**src/inc/mmsv_regs.svh**
```systemverilog
// Address map, stack and vector constants for the memory map block
`ifndef MMSV_REGS_SVH
`define MMSV_REGS_SVH
`define MMSV_RAM_LO      16'h0060
`define MMSV_RAM_HI      16'h035f
`define MMSV_RAM_BYTES   768
`define MMSV_PZ_HI       16'h00ff
`define MMSV_SP_RESET    16'h00ff
`define MMSV_ROM_LO      16'hfe10
`define MMSV_ROM_HI      16'hfeff
`define MMSV_ROM_BYTES   240
`define MMSV_VEC_TXD     16'hffd2
`define MMSV_VEC_RXD     16'hffd4
`define MMSV_VEC_T2OVF   16'hffde
`define MMSV_VEC_T2CH0   16'hffe2
`define MMSV_VEC_T1OVF   16'hffe4
`define MMSV_VEC_RESET   16'hfffe
`define MMSV_INT_BYTES   3'h5
`define MMSV_CALL_BYTES  3'h2
`endif

```
**src/inc/mmsv_pkg.sv**
```systemverilog
// Types for the memory map block
`default_nettype none
package mmsv_pkg;
  typedef enum logic [2:0] {
    MMSV_IDLE  = 3'b000,
    MMSV_PUSH  = 3'b001,
    MMSV_VECHI = 3'b011,
    MMSV_VECLO = 3'b010,
    MMSV_PULL  = 3'b110
  } mmsv_state_e;
  typedef enum logic [1:0] {
    MMSV_SEL_NONE = 2'h0,
    MMSV_SEL_RAM  = 2'h1,
    MMSV_SEL_ROM  = 2'h2,
    MMSV_SEL_VEC  = 2'h3
  } mmsv_sel_e;
endpackage
`default_nettype wire

```
**src/logic/mmsv_memory_map.sv**
```systemverilog
// Memory map decode, stack pointer engine and vector selection
// Function
// RAM region of 768 bytes decoded at 0x0060..0x035F.
// Stack pointer is 16 bits, covering the full address space.
// Stack pointer resets to 0x00FF.
// 160 bytes of that RAM lie in page zero.
// Interrupt entry pushes exactly five bytes.
// High index byte is not stacked on interrupt.
// Subroutine call pushes a two-byte return address.
// Stack pointer decrements on push, increments on pull.
// 0xFE10..0xFEFF maps to 240-byte monitor ROM.
// Serial transmit vector at 0xFFD2 high, 0xFFD3 low.
// Serial receive vector at 0xFFD4 high, 0xFFD5 low.
// Second timer overflow vector at 0xFFDE high, 0xFFDF low.
// Second timer channel 0 vector at 0xFFE2 high, 0xFFE3 low.
// First timer overflow vector at 0xFFE4 high, 0xFFE5 low.
// Pending sources served highest vector address first, reset highest.
`timescale 1ns/1ps
`default_nettype none
`include "mmsv_regs.svh"
module mmsv_memory_map (
  // Clock and reset
  input  wire logic        sys_clk,
  input  wire logic        rst,
  // Decode request from the core
  input  wire logic [15:0] busAddr,
  output logic             selRam,
  output logic             selPageZero,
  output logic             selRom,
  output logic             selVector,
  // Stack requests: push or pull one byte, or start a frame
  input  wire logic        pushReq,
  input  wire logic        pullReq,
  input  wire logic        callReq,
  input  wire logic        intReq,
  input  wire logic [15:0] spLoad,
  input  wire logic        spLoadEn,
  output logic [15:0]      stackPtr,
  output logic [15:0]      stackAddr,
  output logic             stackWrite,
  output logic             stackRead,
  output logic [2:0]       frameByte,
  output logic             frameBusy,
  // Pending interrupt sources
  input  wire logic        resetPend,
  input  wire logic        serTxPend,
  input  wire logic        serRxPend,
  input  wire logic        tmr2OvfPend,
  input  wire logic        tmr2Ch0Pend,
  input  wire logic        tmr1OvfPend,
  output logic [15:0]      vecAddr,
  output logic             vecValid
);

  // One decode shared by every registered select
  function automatic mmsv_pkg::mmsv_sel_e decodeAddr(input logic [15:0] a);
    if (a >= `MMSV_RAM_LO && a <= `MMSV_RAM_HI)
      decodeAddr = mmsv_pkg::MMSV_SEL_RAM;
    else if (a >= `MMSV_ROM_LO && a <= `MMSV_ROM_HI)
      decodeAddr = mmsv_pkg::MMSV_SEL_ROM;
    else if (a >= `MMSV_VEC_TXD)
      decodeAddr = mmsv_pkg::MMSV_SEL_VEC;
    else
      decodeAddr = mmsv_pkg::MMSV_SEL_NONE;
  endfunction

  mmsv_pkg::mmsv_state_e stateFf, nxtStateFf;
  logic [15:0] spFf, nxtSpFf;
  logic [2:0]  leftFf, nxtLeftFf;
  logic [15:0] stackAddrFf, nxtStackAddrFf;
  logic        stackWriteFf, nxtStackWriteFf;
  logic        stackReadFf, nxtStackReadFf;
  logic        frameBusyFf, nxtFrameBusyFf;
  logic        selRamFf, selPzFf, selRomFf, selVecFf;
  logic        nxtSelRamFf, nxtSelPzFf, nxtSelRomFf, nxtSelVecFf;
  logic [15:0] vecAddrFf, nxtVecAddrFf;
  logic        vecValidFf, nxtVecValidFf;
  logic [15:0] vecPick;
  logic        anyPend;
  mmsv_pkg::mmsv_sel_e curSel;

  // Highest vector address wins; reset above all
  always_comb begin
    anyPend = 1'b1;
    if (resetPend) vecPick = `MMSV_VEC_RESET;
    else if (tmr1OvfPend) vecPick = `MMSV_VEC_T1OVF;
    else if (tmr2Ch0Pend) vecPick = `MMSV_VEC_T2CH0;
    else if (tmr2OvfPend) vecPick = `MMSV_VEC_T2OVF;
    else if (serRxPend) vecPick = `MMSV_VEC_RXD;
    else if (serTxPend) vecPick = `MMSV_VEC_TXD;
    else begin
      vecPick = 16'h0000;
      anyPend = 1'b0;
    end
  end

  // Selects lag busAddr by a cycle so every output leaves a flop
  always_comb begin
    curSel      = decodeAddr(busAddr);
    nxtSelRamFf = (curSel == mmsv_pkg::MMSV_SEL_RAM);
    // Page zero RAM is 0x0060..0x00FF, 160 bytes
    nxtSelPzFf  = (curSel == mmsv_pkg::MMSV_SEL_RAM) && (busAddr <= `MMSV_PZ_HI);
    nxtSelRomFf = (curSel == mmsv_pkg::MMSV_SEL_ROM);
    nxtSelVecFf = (curSel == mmsv_pkg::MMSV_SEL_VEC);
  end

  always_comb begin
    nxtStateFf      = stateFf;
    nxtSpFf         = spFf;
    nxtLeftFf       = leftFf;
    nxtStackAddrFf  = stackAddrFf;
    nxtStackWriteFf = 1'b0;
    nxtStackReadFf  = 1'b0;
    nxtFrameBusyFf  = frameBusyFf;
    nxtVecAddrFf    = vecAddrFf;
    nxtVecValidFf   = 1'b0;
    case (stateFf)
      mmsv_pkg::MMSV_IDLE: begin
        if (intReq) begin
          // Frame is PCL, PCH, X, A, CCR; high index byte left out
          nxtLeftFf      = `MMSV_INT_BYTES;
          nxtFrameBusyFf = 1'b1;
          nxtVecAddrFf   = vecPick;
          nxtStateFf     = mmsv_pkg::MMSV_PUSH;
        end else if (callReq) begin
          nxtLeftFf      = `MMSV_CALL_BYTES;
          nxtFrameBusyFf = 1'b1;
          nxtVecAddrFf   = 16'h0000;
          nxtStateFf     = mmsv_pkg::MMSV_PUSH;
        end else if (pushReq) begin
          nxtStackAddrFf  = spFf;
          nxtStackWriteFf = 1'b1;
          nxtSpFf         = spFf - 16'h0001;
        end else if (pullReq) begin
          nxtSpFf         = spFf + 16'h0001;
          nxtStackAddrFf  = spFf + 16'h0001;
          nxtStackReadFf  = 1'b1;
        end else if (spLoadEn) begin
          nxtSpFf = spLoad;
        end
      end
      mmsv_pkg::MMSV_PUSH: begin
        // Push writes at SP then decrements
        nxtStackAddrFf  = spFf;
        nxtStackWriteFf = 1'b1;
        nxtSpFf         = spFf - 16'h0001;
        nxtLeftFf       = leftFf - 3'h1;
        if (leftFf == 3'h1) begin
          if (vecAddrFf != 16'h0000 && anyPend) nxtStateFf = mmsv_pkg::MMSV_VECHI;
          else begin
            nxtStateFf     = mmsv_pkg::MMSV_IDLE;
            nxtFrameBusyFf = 1'b0;
          end
        end
      end
      mmsv_pkg::MMSV_VECHI: begin
        nxtVecValidFf = 1'b1;
        nxtStateFf    = mmsv_pkg::MMSV_VECLO;
      end
      mmsv_pkg::MMSV_VECLO: begin
        // Low byte sits one above the high byte
        nxtVecAddrFf  = vecAddrFf + 16'h0001;
        nxtVecValidFf = 1'b1;
        nxtStateFf    = mmsv_pkg::MMSV_PULL;
      end
      mmsv_pkg::MMSV_PULL: begin
        nxtFrameBusyFf = 1'b0;
        nxtStateFf     = mmsv_pkg::MMSV_IDLE;
      end
      default: begin
        nxtStateFf     = mmsv_pkg::MMSV_IDLE;
        nxtFrameBusyFf = 1'b0;
      end
    endcase
  end

  always_ff @(posedge sys_clk) begin
    if (rst) begin
      stateFf      <= mmsv_pkg::MMSV_IDLE;
      spFf         <= `MMSV_SP_RESET;
      leftFf       <= 3'h0;
      stackAddrFf  <= 16'h0000;
      stackWriteFf <= 1'b0;
      stackReadFf  <= 1'b0;
      frameBusyFf  <= 1'b0;
      vecAddrFf    <= 16'h0000;
      vecValidFf   <= 1'b0;
      selRamFf     <= 1'b0;
      selPzFf      <= 1'b0;
      selRomFf     <= 1'b0;
      selVecFf     <= 1'b0;
    end else begin
      stateFf      <= nxtStateFf;
      spFf         <= nxtSpFf;
      leftFf       <= nxtLeftFf;
      stackAddrFf  <= nxtStackAddrFf;
      stackWriteFf <= nxtStackWriteFf;
      stackReadFf  <= nxtStackReadFf;
      frameBusyFf  <= nxtFrameBusyFf;
      vecAddrFf    <= nxtVecAddrFf;
      vecValidFf   <= nxtVecValidFf;
      selRamFf     <= nxtSelRamFf;
      selPzFf      <= nxtSelPzFf;
      selRomFf     <= nxtSelRomFf;
      selVecFf     <= nxtSelVecFf;
    end
  end

  assign selRam      = selRamFf;
  assign selPageZero = selPzFf;
  assign selRom      = selRomFf;
  assign selVector   = selVecFf;
  assign stackPtr    = spFf;
  assign stackAddr   = stackAddrFf;
  assign stackWrite  = stackWriteFf;
  assign stackRead   = stackReadFf;
  assign frameByte   = leftFf;
  assign frameBusy   = frameBusyFf;
  assign vecAddr     = vecAddrFf;
  assign vecValid    = vecValidFf;

endmodule // mmsv_memory_map
`default_nettype wire

```
**config.mk**
```make
export PLATFORM = sky130hd
export DESIGN_NAME = mmsv_memory_map
export DESIGN_NICKNAME = d
export VERILOG_FILES = /design/src/inc/mmsv_pkg.sv /design/src/logic/mmsv_memory_map.sv
export VERILOG_INCLUDE_DIRS = /design/src /design/src/inc
export SDC_FILE = /design/constraint.sdc
export NUM_CORES = 1
export LEC_CHECK = 0
export ABC_AREA = 1
export BUFFER_PORTS_ARGS = -buffer_cell sky130_fd_sc_hd__buf_2
export CORE_MARGIN = 4
export CORE_UTILIZATION = 40
export CTS_CLUSTER_SIZE = 20
export DETAILED_ROUTE_END_ITERATION = 16
export PLACE_DENSITY = 0.65
export SYNTH_ARGS = -nofsm -noshare
export SYNTH_HDL_FRONTEND = slang
export SYNTH_SLANG_ARGS = --single-unit
```
**constraint.sdc**
```tcl
create_clock -name sys_clk -period 1.45 [get_ports sys_clk]
set_input_delay 0.3625 -clock sys_clk [delete_from_list [all_inputs] [get_ports sys_clk]]
set_output_delay 0.3625 -clock sys_clk [all_outputs]
set_load 0.01 [all_outputs]
```
## Word-level counts from Yosys, hierarchy flattened

Cells that the tools add are included.

- Bits in registers: 62
- Input port bits: 45
- Output and inout port bits: 59
- Word-level logic and storage cells: 103

- Add/sub/neg operators: 4
- Order comparisons: 6
- Equal/unequal tests: 14
- Mux-type cells: 48
- Bitwise logic cells: 2
- Reductions and logical operators: 16

Operator list:

| cell | count |
|---|---|
| $mux 16 | 17 |
| $pmux 16 s2 | 3 |
| $add 16x1->16 const B | 2 |
| $ge 16x16->1 const B | 2 |
| $ge 16x7->1 const B | 1 |
| $le 16x10->1 const B | 1 |
| $le 16x16->1 const B | 1 |
| $le 16x8->1 const B | 1 |
| $reduce_bool 16->1 | 1 |
| $sub 16x1->16 const B | 1 |
| $mux 1 | 15 |
| $mux 3 | 5 |
| $pmux 3 s4 | 1 |
| $reduce_and 4->1 | 3 |
| $mux 2 | 4 |
| $ne 2x2->1 const B | 4 |
| $eq 3x1->1 const B | 2 |
| $eq 3x2->1 const B | 2 |
| $ne 3x3->1 const B | 2 |
| $pmux 3 s2 | 1 |
| $reduce_and 2->1 | 3 |
| $reduce_or 5->1 | 1 |
| $eq 2x2->1 const B | 2 |
| $logic_and 1x1->1 | 4 |
| 9 further kinds | 11 |

## Logic depth before layout (Yosys ltp)

Gate-level depths: netlist (run 1).

- Depth after elaboration: 10
- Gate-level depth with buffers: 11
- Depth with buffers taken out: 11

## Worst setup path after synthesis (run 1)

Ideal clock, no wire load.

- Path kind: register to register
- Start point: reg spFf[0] (netlist: stackPtr[0])
- End point: reg spFf[10] (netlist: stackPtr[10])
- Library setup time: 0.070 ns
- Arrival: 1.441 ns
- Required time: 1.380 ns
- Slack: -0.061 ns
- Stages on the path, launching flop included: 11
- Buffers on the path: 0
- Period minus slack after synthesis: 1.511 ns
- Path through: dfxtp_1 inv_1 ha_1 inv_1 nor2_4 nand2_1 nor2_2 nand2_1 a21oi_1 nand3_1 a21oi_1

- Word-level cells in the longest chain between the ends: 6
- Elaborated cells between the ends (all ways): 7
- Classes of those cells: 2 x add/sub; 5 x mux

RTL lines:

| what | RTL line | text |
|---|---|---|
| start: declaration | mmsv_memory_map.sv:68 | `logic [15:0] spFf, nxtSpFf;` |
| start signal: assignment | mmsv_memory_map.sv:180 | `` spFf <= `MMSV_SP_RESET; `` |
| start signal: assignment | mmsv_memory_map.sv:194 | `spFf <= nxtSpFf;` |
| $add 16x1->16 | mmsv_memory_map.sv:135 | `nxtSpFf = spFf + 16'h0001;` |
| $mux 16 | mmsv_memory_map.sv:134 | `end else if (pullReq) begin` |
| $mux 16 | mmsv_memory_map.sv:130 | `end else if (pushReq) begin` |
| $mux 16 | mmsv_memory_map.sv:125 | `end else if (callReq) begin` |
| $mux 16 | mmsv_memory_map.sv:119 | `if (intReq) begin` |
| $pmux 16 s2 (*) | mmsv_memory_map.sv:117 | `case (stateFf)` |

Mark *: on every way between the ends. The rest lies on a longest branch, timed or not. The select of a mux whose other input is x is not followed.
A chain may end at the register's enable or synchronous reset.

## Final worst setup path (run 1)

- Start point: reg stateFf[0]
- End point: reg spFf[1] (netlist: stackPtr[1])

- Word-level cells in the longest chain between the ends: 3
- Elaborated cells between the ends (all ways): 8
- Classes of those cells: 4 x eq/ne; 1 x mux; 3 x reduce/logical

RTL lines:

| what | RTL line | text |
|---|---|---|
| start: declaration | mmsv_memory_map.sv:67 | `mmsv_pkg::mmsv_state_e stateFf, nxtStateFf;` |
| start signal: assignment | mmsv_memory_map.sv:179 | `stateFf <= mmsv_pkg::MMSV_IDLE;` |
| start signal: assignment | mmsv_memory_map.sv:193 | `stateFf <= nxtStateFf;` |
| $logic_not 3->1 / $eq 3x1->1 (equally long branches) | mmsv_memory_map.sv:117 |  |
| $ne 4x4->1 (no line) (tied with other cells) | n/a |  |
| $reduce_and 4->1 (no line) | n/a |  |

Parallel ways exist; a longest one is shown, timed or not.

==> out/results.ini, run 1 <==
[status]
status = finished, violations left
violations = setup timing

[synthesis]
synthTopCellsByArea = dfxtp_1 30%, nand2_1 11%, nand3_1 8.0%
synth_flop_cell = dfxtp_1
syn_inst = 641
muxShareOfSynthArea_pct = 0
synth_top_area_cell = dfxtp_1
mappedNetlistNets = 692
yosys.area_share.simple_pct = 35.3
synth_top_area_share_pct = 30.3
synth_common_cells = 125 x nand2_1, 74 x inv_1, 68 x nor2_1
ys_types = 44
synth-edff-count = 0
synth_seq_cells = 62
yosysWarningCount = 0
netlist_area_sq_um = 4090
async_reset_ff_share_pct = 0
yosys.area_share.adder_pct = 1.84
avgSynthCellArea_sq_um = 6.38
seq_area_frac_synth_pct = 30.3
synth-compound-area-share_pct = 20.2
synth_xor_area_share_pct = 1.50
synth_top_family_by_area = simple AND/OR/NAND/NOR gates
yosysMostFrequentCell = nand2_1

[floorplan]
pin_count = 104
start_util_pct = 41.5
chipHeight_um = 109
dieArea_sq_um = 11900
rows = 36
core-area_sq_um = 9860
dieWidth_um = 109

[setup_path]
cp_top_family = simple AND/OR/NAND/NOR gates
crit_chain = nor2_4, nand2_4, nor2_4, nand2_2, nand2_4, clkinvlp_4, o211ai_1, o211ai_1
slowest_delay_ns = 0.37
cp.depth = 8
critPathCaptureType = register
arrival_ns = 1.72
required_ns = 1.68
r2r.worst_path.cells = 8
path_buf_inv = 1
start_kind = register
crit_fanout = 7
critPathKind = reg -> reg
critPathSlowestCell = dfxtp_4

[pwr]
power_density_nw_per_um2 = 2200
cellLeakagePower_nw = 2.75
worst_ir_drop_vdd_uv = 1010
power_w = 0.0133

[detailed_routing]
drtAntennaViolNets = 0
dr.pass1.iters = 7
vias_per_cell = 5.25
drtIter0Drc = 283
wl_per_cell_um = 14.7
routed_wl_um = 14100
vias = 5036
drc = 0

[finish]
final_cells = 960
diodes = 0
final_area_sq_um = 6060
nFillCells = 928
layout.nets = 873
area_delta_synth_final_pct = 48.1
drive_gt1_share_pct = 41.1

[worst_hold_path]
worstHoldPathType = in -> reg
holdPathStages = 2

[timing]
fin_ws_ns = -0.0400
tightest_slew_ns = 0.317
relSlewSlack_pct = 78.6
hold_ws_ns = 0.228
finalSetupViolCount = 5
final_hold_viol_count = 0
min_period_ns = 1.49
finClkSkew_ns = 0.0145
rsz0062_at_grt = true
fmax_mhz = 671
finalCritPeriodShare_pct = 103
drv_slew = 0

[clocking]
clk_latency_ns = 0.36
htreeDepth = 3
clock-sinks = 62
cts_tree = yes
numCtsBuffers = 9
cts_max_path_buffers = 2
clk_pin_slew_ns = 0.08
cts_root_buf = clkbuf_8

[grt]
grt_max_degree = 25
antenna_found_initial = 0
overflow = 0
grt_pass1_wl_um = 20800
grt_pass1_vias = 4493
grt_use_total_pct = 21.8

[placed_design]
dp.cells = 934
dpl-instance-area_sq_um = 5310
place.gp.congestion = 0.907
place_hpwl_um = 9980
place_ws_ns = -0.161
port_buffers = 102

[job]
maxCapViolCount = 0

## power breakdown
| group | internal, W | total, W | switching, W |
|---|---|---|---|
| clock network | 0.000992 | 0.00180 | 0.000810 |
| registers | 0.00247 | 0.00323 | 0.000755 |
| logic | 0.00352 | 0.00831 | 0.00479 |
| total | 0.00699 | 0.0133 | 0.00635 |
## through the flow
stage          setup TNS (ns)  util, %
2_1_floorplan        -0.00495        -
3_3_place_gp            -1.44     53.8
3_5_place_dp            -2.45     53.8
4_1_cts               -0.0823     57.0
5_1_grt                 -1.93     61.4
6_report              -0.0896     61.4
## placed cells by master, fill, tap and decap left out, types with 3 or more instances in the layout
| cell | n |
|---|---|
| a21oi_1 | 48 |
| a21oi_2 | 14 |
| a31oi_1 | 3 |
| buf_12 | 6 |
| buf_2 | 102 |
| buf_4 | 77 |
| buf_6 | 7 |
| clkbuf_8 | 9 |
| dfxtp_1 | 42 |
| dfxtp_2 | 10 |
| dfxtp_4 | 10 |
| inv_1 | 66 |
| inv_2 | 9 |
| inv_6 | 5 |
| nand2_1 | 108 |
| nand2_2 | 17 |
| nand2_4 | 7 |
| nand3_1 | 52 |
| nand3_2 | 12 |
| nand4_1 | 15 |
| nor2_1 | 54 |
| nor2_2 | 12 |
| nor2_4 | 11 |
| nor3_1 | 9 |
| nor4_1 | 5 |
| o211ai_1 | 6 |
| o21ai_0 | 36 |
| o21ai_1 | 20 |
| o21ai_2 | 11 |
| xor2_1 | 5 |
## state kept, by name, summed over array words and instances (netlist names)
| signal | cells |
|---|---|
| stackAddr | 16 |
| stackPtr | 16 |
| vecAddr | 16 |
| frameByte | 3 |
| stateFf | 3 |
| frameBusy | 1 |
| selPageZero | 1 |
| selRam | 1 |
| selRom | 1 |
| selVector | 1 |
| stackRead | 1 |
| stackWrite | 1 |
| vecValid | 1 |
## worst paths after layout
kind                   start  slack [ns]           to
setup / recovery  stateFf[0]       -0.04  stackPtr[1]
hold / removal       pushReq        0.23    stackRead
setup reg to reg  stateFf[0]       -0.04  stackPtr[1]
hold reg to reg    frameBusy        0.46    frameBusy
## routing by layer
| layer | part of all wire (%) | vias up | track usage, % |
|---|---|---|---|
| met2 | 51 | 166 | 38.0 |
| met5 | 0 | - | 0 |
| met1 | 41 | 2327 | 27.0 |
| li1 | - | 2514 | - |
| met4 | 2.3 | 0 | 6.58 |
| met3 | 5.4 | 29 | 4.44 |
## kinds of logic (layout without fill, tap and decap cells)
logic type | Yosys count | after routing
xor gates and xnor gates | 7 | 7
buffers and inverters | 103 | 289
DFF | 62 | 62
AOI/OAI and AO/OA | 150 | 150
and+or+nand+nor | 313 | 313
adders and majority gates | 6 | 6
## final cells by class
| cell class | count | area (sq um) | area share (%) |
|---|---|---|---|
| Clock buffer | 9 | 124 | 2.05 |
| Tap cell | 133 | 166 | 2.75 |
| Sequential cell | 62 | 1290 | 21.3 |
| Inverter | 79 | 318 | 5.25 |
| Clock inverter | 7 | 103 | 1.69 |
| Timing Repair Buffer | 192 | 1290 | 21.3 |
| Timing Repair inverter | 2 | 20.0 | 0.331 |
| Multi-Input combinational cell | 476 | 2750 | 45.4 |
## worst register-to-register path, delay by kind of cell, from the launching register on
kind                   cells  cell delay, ns
AOI/OAI and AO/OA          2            0.28
buffers and inverters      1            0.22
DFF                        1            0.37
and+or+nand+nor            5            0.51
## what timing repair did
action,4_1_cts,5_1_grt
hold buffers,0,0
setup buffers,0,8
endpoints found under the setup margin,42,55
pin swaps,11,26
gates cloned,0,2
resized for setup,32,124
(Power assumes the default switching activity.)
==> inputs of run 2 (changes only) <==
- clock period: 1.45 -> 1.2 ns (I/O delays scaled with it)
==> run 2 against run 1 <==
The flow still finishes with violations (setup timing); critical path depth up 1; sequential cell count is the same; combinational power increased by 61%; hold slack worse by 0.052 ns; die area stayed put; largest cell class unchanged; largest power group unchanged.
==> out/results.ini, run 2 (synthesis gave the netlist of run 1 again) <==
[status]
status = finished, violations left
violations = setup timing

[floorplan]
dieArea_sq_um = 11900  ; unchanged
dieWidth_um = 109  ; unchanged
pin_count = 104  ; unchanged
chipHeight_um = 109  ; unchanged
core-area_sq_um = 9860  ; unchanged
start_util_pct = 41.5  ; unchanged
rows = 36  ; unchanged

[timing]
min_period_ns = 1.51  ; +0.0219 ns
fin_setup_tns_ns = -13.79  ; -13.70 ns
final_hold_viol_count = 0  ; unchanged
finalSetupViolCount = 81  ; +76
hold_ws_ns = 0.175  ; -0.0522 ns
relSlewSlack_pct = 70.8  ; -7.8 points
finClkSkew_ns = 0.0123  ; -0.00220 ns
tightest_slew_ns = 0.434  ; +0.116 ns
rsz0062_at_grt = true
fmax_mhz = 661  ; -1.4%
fin_ws_ns = -0.312  ; -0.272 ns
finalCritPeriodShare_pct = 126  ; +23 points
drv_slew = 0  ; unchanged

[detailed_routing]
vias_per_cell = 5.30  ; +1.1%
routed_wl_um = 16300  ; +16%
vias = 5437  ; +8.0%
dr.pass1.iters = 5  ; -2
wl_per_cell_um = 15.9  ; +8.4%
drc = 0  ; unchanged
drtAntennaViolNets = 0  ; unchanged
drtIter0Drc = 431  ; +52%

[finish]
nFillCells = 748  ; -19%
final_common_cell = nand2_1
diodes = 0  ; unchanged
drive_gt1_share_pct = 52.2  ; +11 points
layout_common_cells = 105 x nand2_1, 104 x buf_4, 75 x buf_2
area_delta_synth_final_pct = 75.2
postLayoutCoreUtil_pct = 72.6  ; +11 points
multiInputGateArea_sq_um = 2950  ; +7.3%
area.sequential_sq_um = 1330  ; +3.2%
layout.nets = 938  ; +7.4%

[setup_path]
crit_chain = nor2_4, nand2_4, nor2_4, nand2_2, nand2_4, buf_12, clkinv_8, o211ai_1, o21ai_1
critPathCaptureType = register
critPathKind = reg -> reg
path_buf_inv = 2  ; +1
start_kind = register
crit_fanout = 7  ; unchanged
slowest_delay_ns = 0.35  ; -0.02 ns
required_ns = 1.44  ; -0.24 ns
arrival_ns = 1.75  ; +0.03 ns
cp_top_family = simple AND/OR/NAND/NOR gates
critPathSlowestCell = dfxtp_2

[clocking]
clk_latency_ns = 0.36  ; about the same
postCtsHoldBufs = 0  ; unchanged
numCtsBuffers = 9  ; unchanged
cts_tree = yes
clk_pin_slew_ns = 0.08  ; about the same
cts_root_buf = clkbuf_8
clock-sinks = 62  ; unchanged
htreeDepth = 3  ; unchanged
cts_max_path_buffers = 2  ; unchanged

[job]
maxCapViolCount = 0  ; unchanged

[grt]
grt_use_total_pct = 26.6  ; +4.8 points
grt_max_degree = 31  ; +24%
overflow = 0  ; unchanged
antenna_found_initial = 0  ; unchanged
grt_pass1_vias = 5254  ; +17%
grt_pass1_wl_um = 25000  ; +20%

[pwr]
worst_ir_drop_vdd_uv = 1720  ; +69%
cellLeakagePower_nw = 3.23  ; +17%
power_density_nw_per_um2 = 2720  ; +23%
power_w = 0.0195  ; +46%

[placed_design]
place_hpwl_um = 10900  ; +8.8%
place_ws_ns = -0.293  ; -0.133 ns
place.gp.congestion = 0.930  ; +2.6%
port_buffers = 102  ; unchanged

[worst_hold_path]
worstHoldPathType = in -> reg

[run 2: cell types whose count changed in the layout (fill, tap and decap cells not counted), sizes merged]
| cell | before | now |
|---|---|---|
| clkbuf | 9 | 13 |
| inv | 83 | 81 |
| clkinv | 1 | 4 |
| clkinvlp | 2 | 0 |
| bufinv | 2 | 1 |
| buf | 192 | 255 |
[run 2: where the power goes]
part	internal (W)	switching, W
logic	0.00628	0.00715
clock network	0.00108	0.000905
registers	0.00308	0.000965
total	0.0104	0.00902
[run 2: final timing paths]
path | startpoint | slack, ns | to | cells after the start
setup / recovery | stateFf[2] | -0.31 | stackPtr[4] | 9
hold / removal | pushReq | 0.18 | stackRead | 2
setup reg to reg | stateFf[2] | -0.31 | stackPtr[4] | 9
hold reg to reg | stackAddr[3] | 0.48 | stackAddr[3] | 2
[run 2: worst reg2reg max path: stages, from the launching register on]
cell,delay (ns)
dfxtp_2,0.35
nor2_4,0.17
nand2_4,0.10
nor2_4,0.14
nand2_2,0.08
nand2_4,0.14
buf_12,0.13
clkinv_8,0.07
o211ai_1,0.10
o21ai_1,0.12
[run 2: what timing repair did]
action	in CTS	in global routing
gates cloned	3	1
pin swaps	41	38
endpoints found under the setup margin	90	87
resized for setup	183	89
buffers inserted	28	11
[run 2: per-layer routing]
| metal | vias up | wire, um | GRT usage [%] | part of all wire, % |
|---|---|---|---|---|
| met1 | 2532 | 6990 | 33.8 | 43 |
| met5 | - | 0 | 0 | 0 |
| met3 | 30 | 1070 | 3.55 | 6.6 |
| met4 | 0 | 301 | 9.65 | 1.8 |
| met2 | 225 | 7960 | 45.9 | 49 |
| li1 | 2650 | - | - | - |
[run 2: area by class of cell]
type                            count  share of cell area (%)
Timing Repair Buffer              256                    29.8
Multi-Input combinational cell    476                    41.1
Sequential cell                    62                    18.6
Inverter                           79                    4.84
Timing Repair inverter              3                   0.471
Clock buffer                       12                    2.18
Clock inverter                      4                   0.629
Tap cell                          133                    2.32
[run 2: per-stage QoR]
step | instance area (sq um) | instances
final | 7170 | 1025
after global placement | 5790 | 975
after floorplan | 4260 | 641
after detailed placement | 5790 | 975
after CTS | 6810 | 1019
after global routing | 7170 | 1025
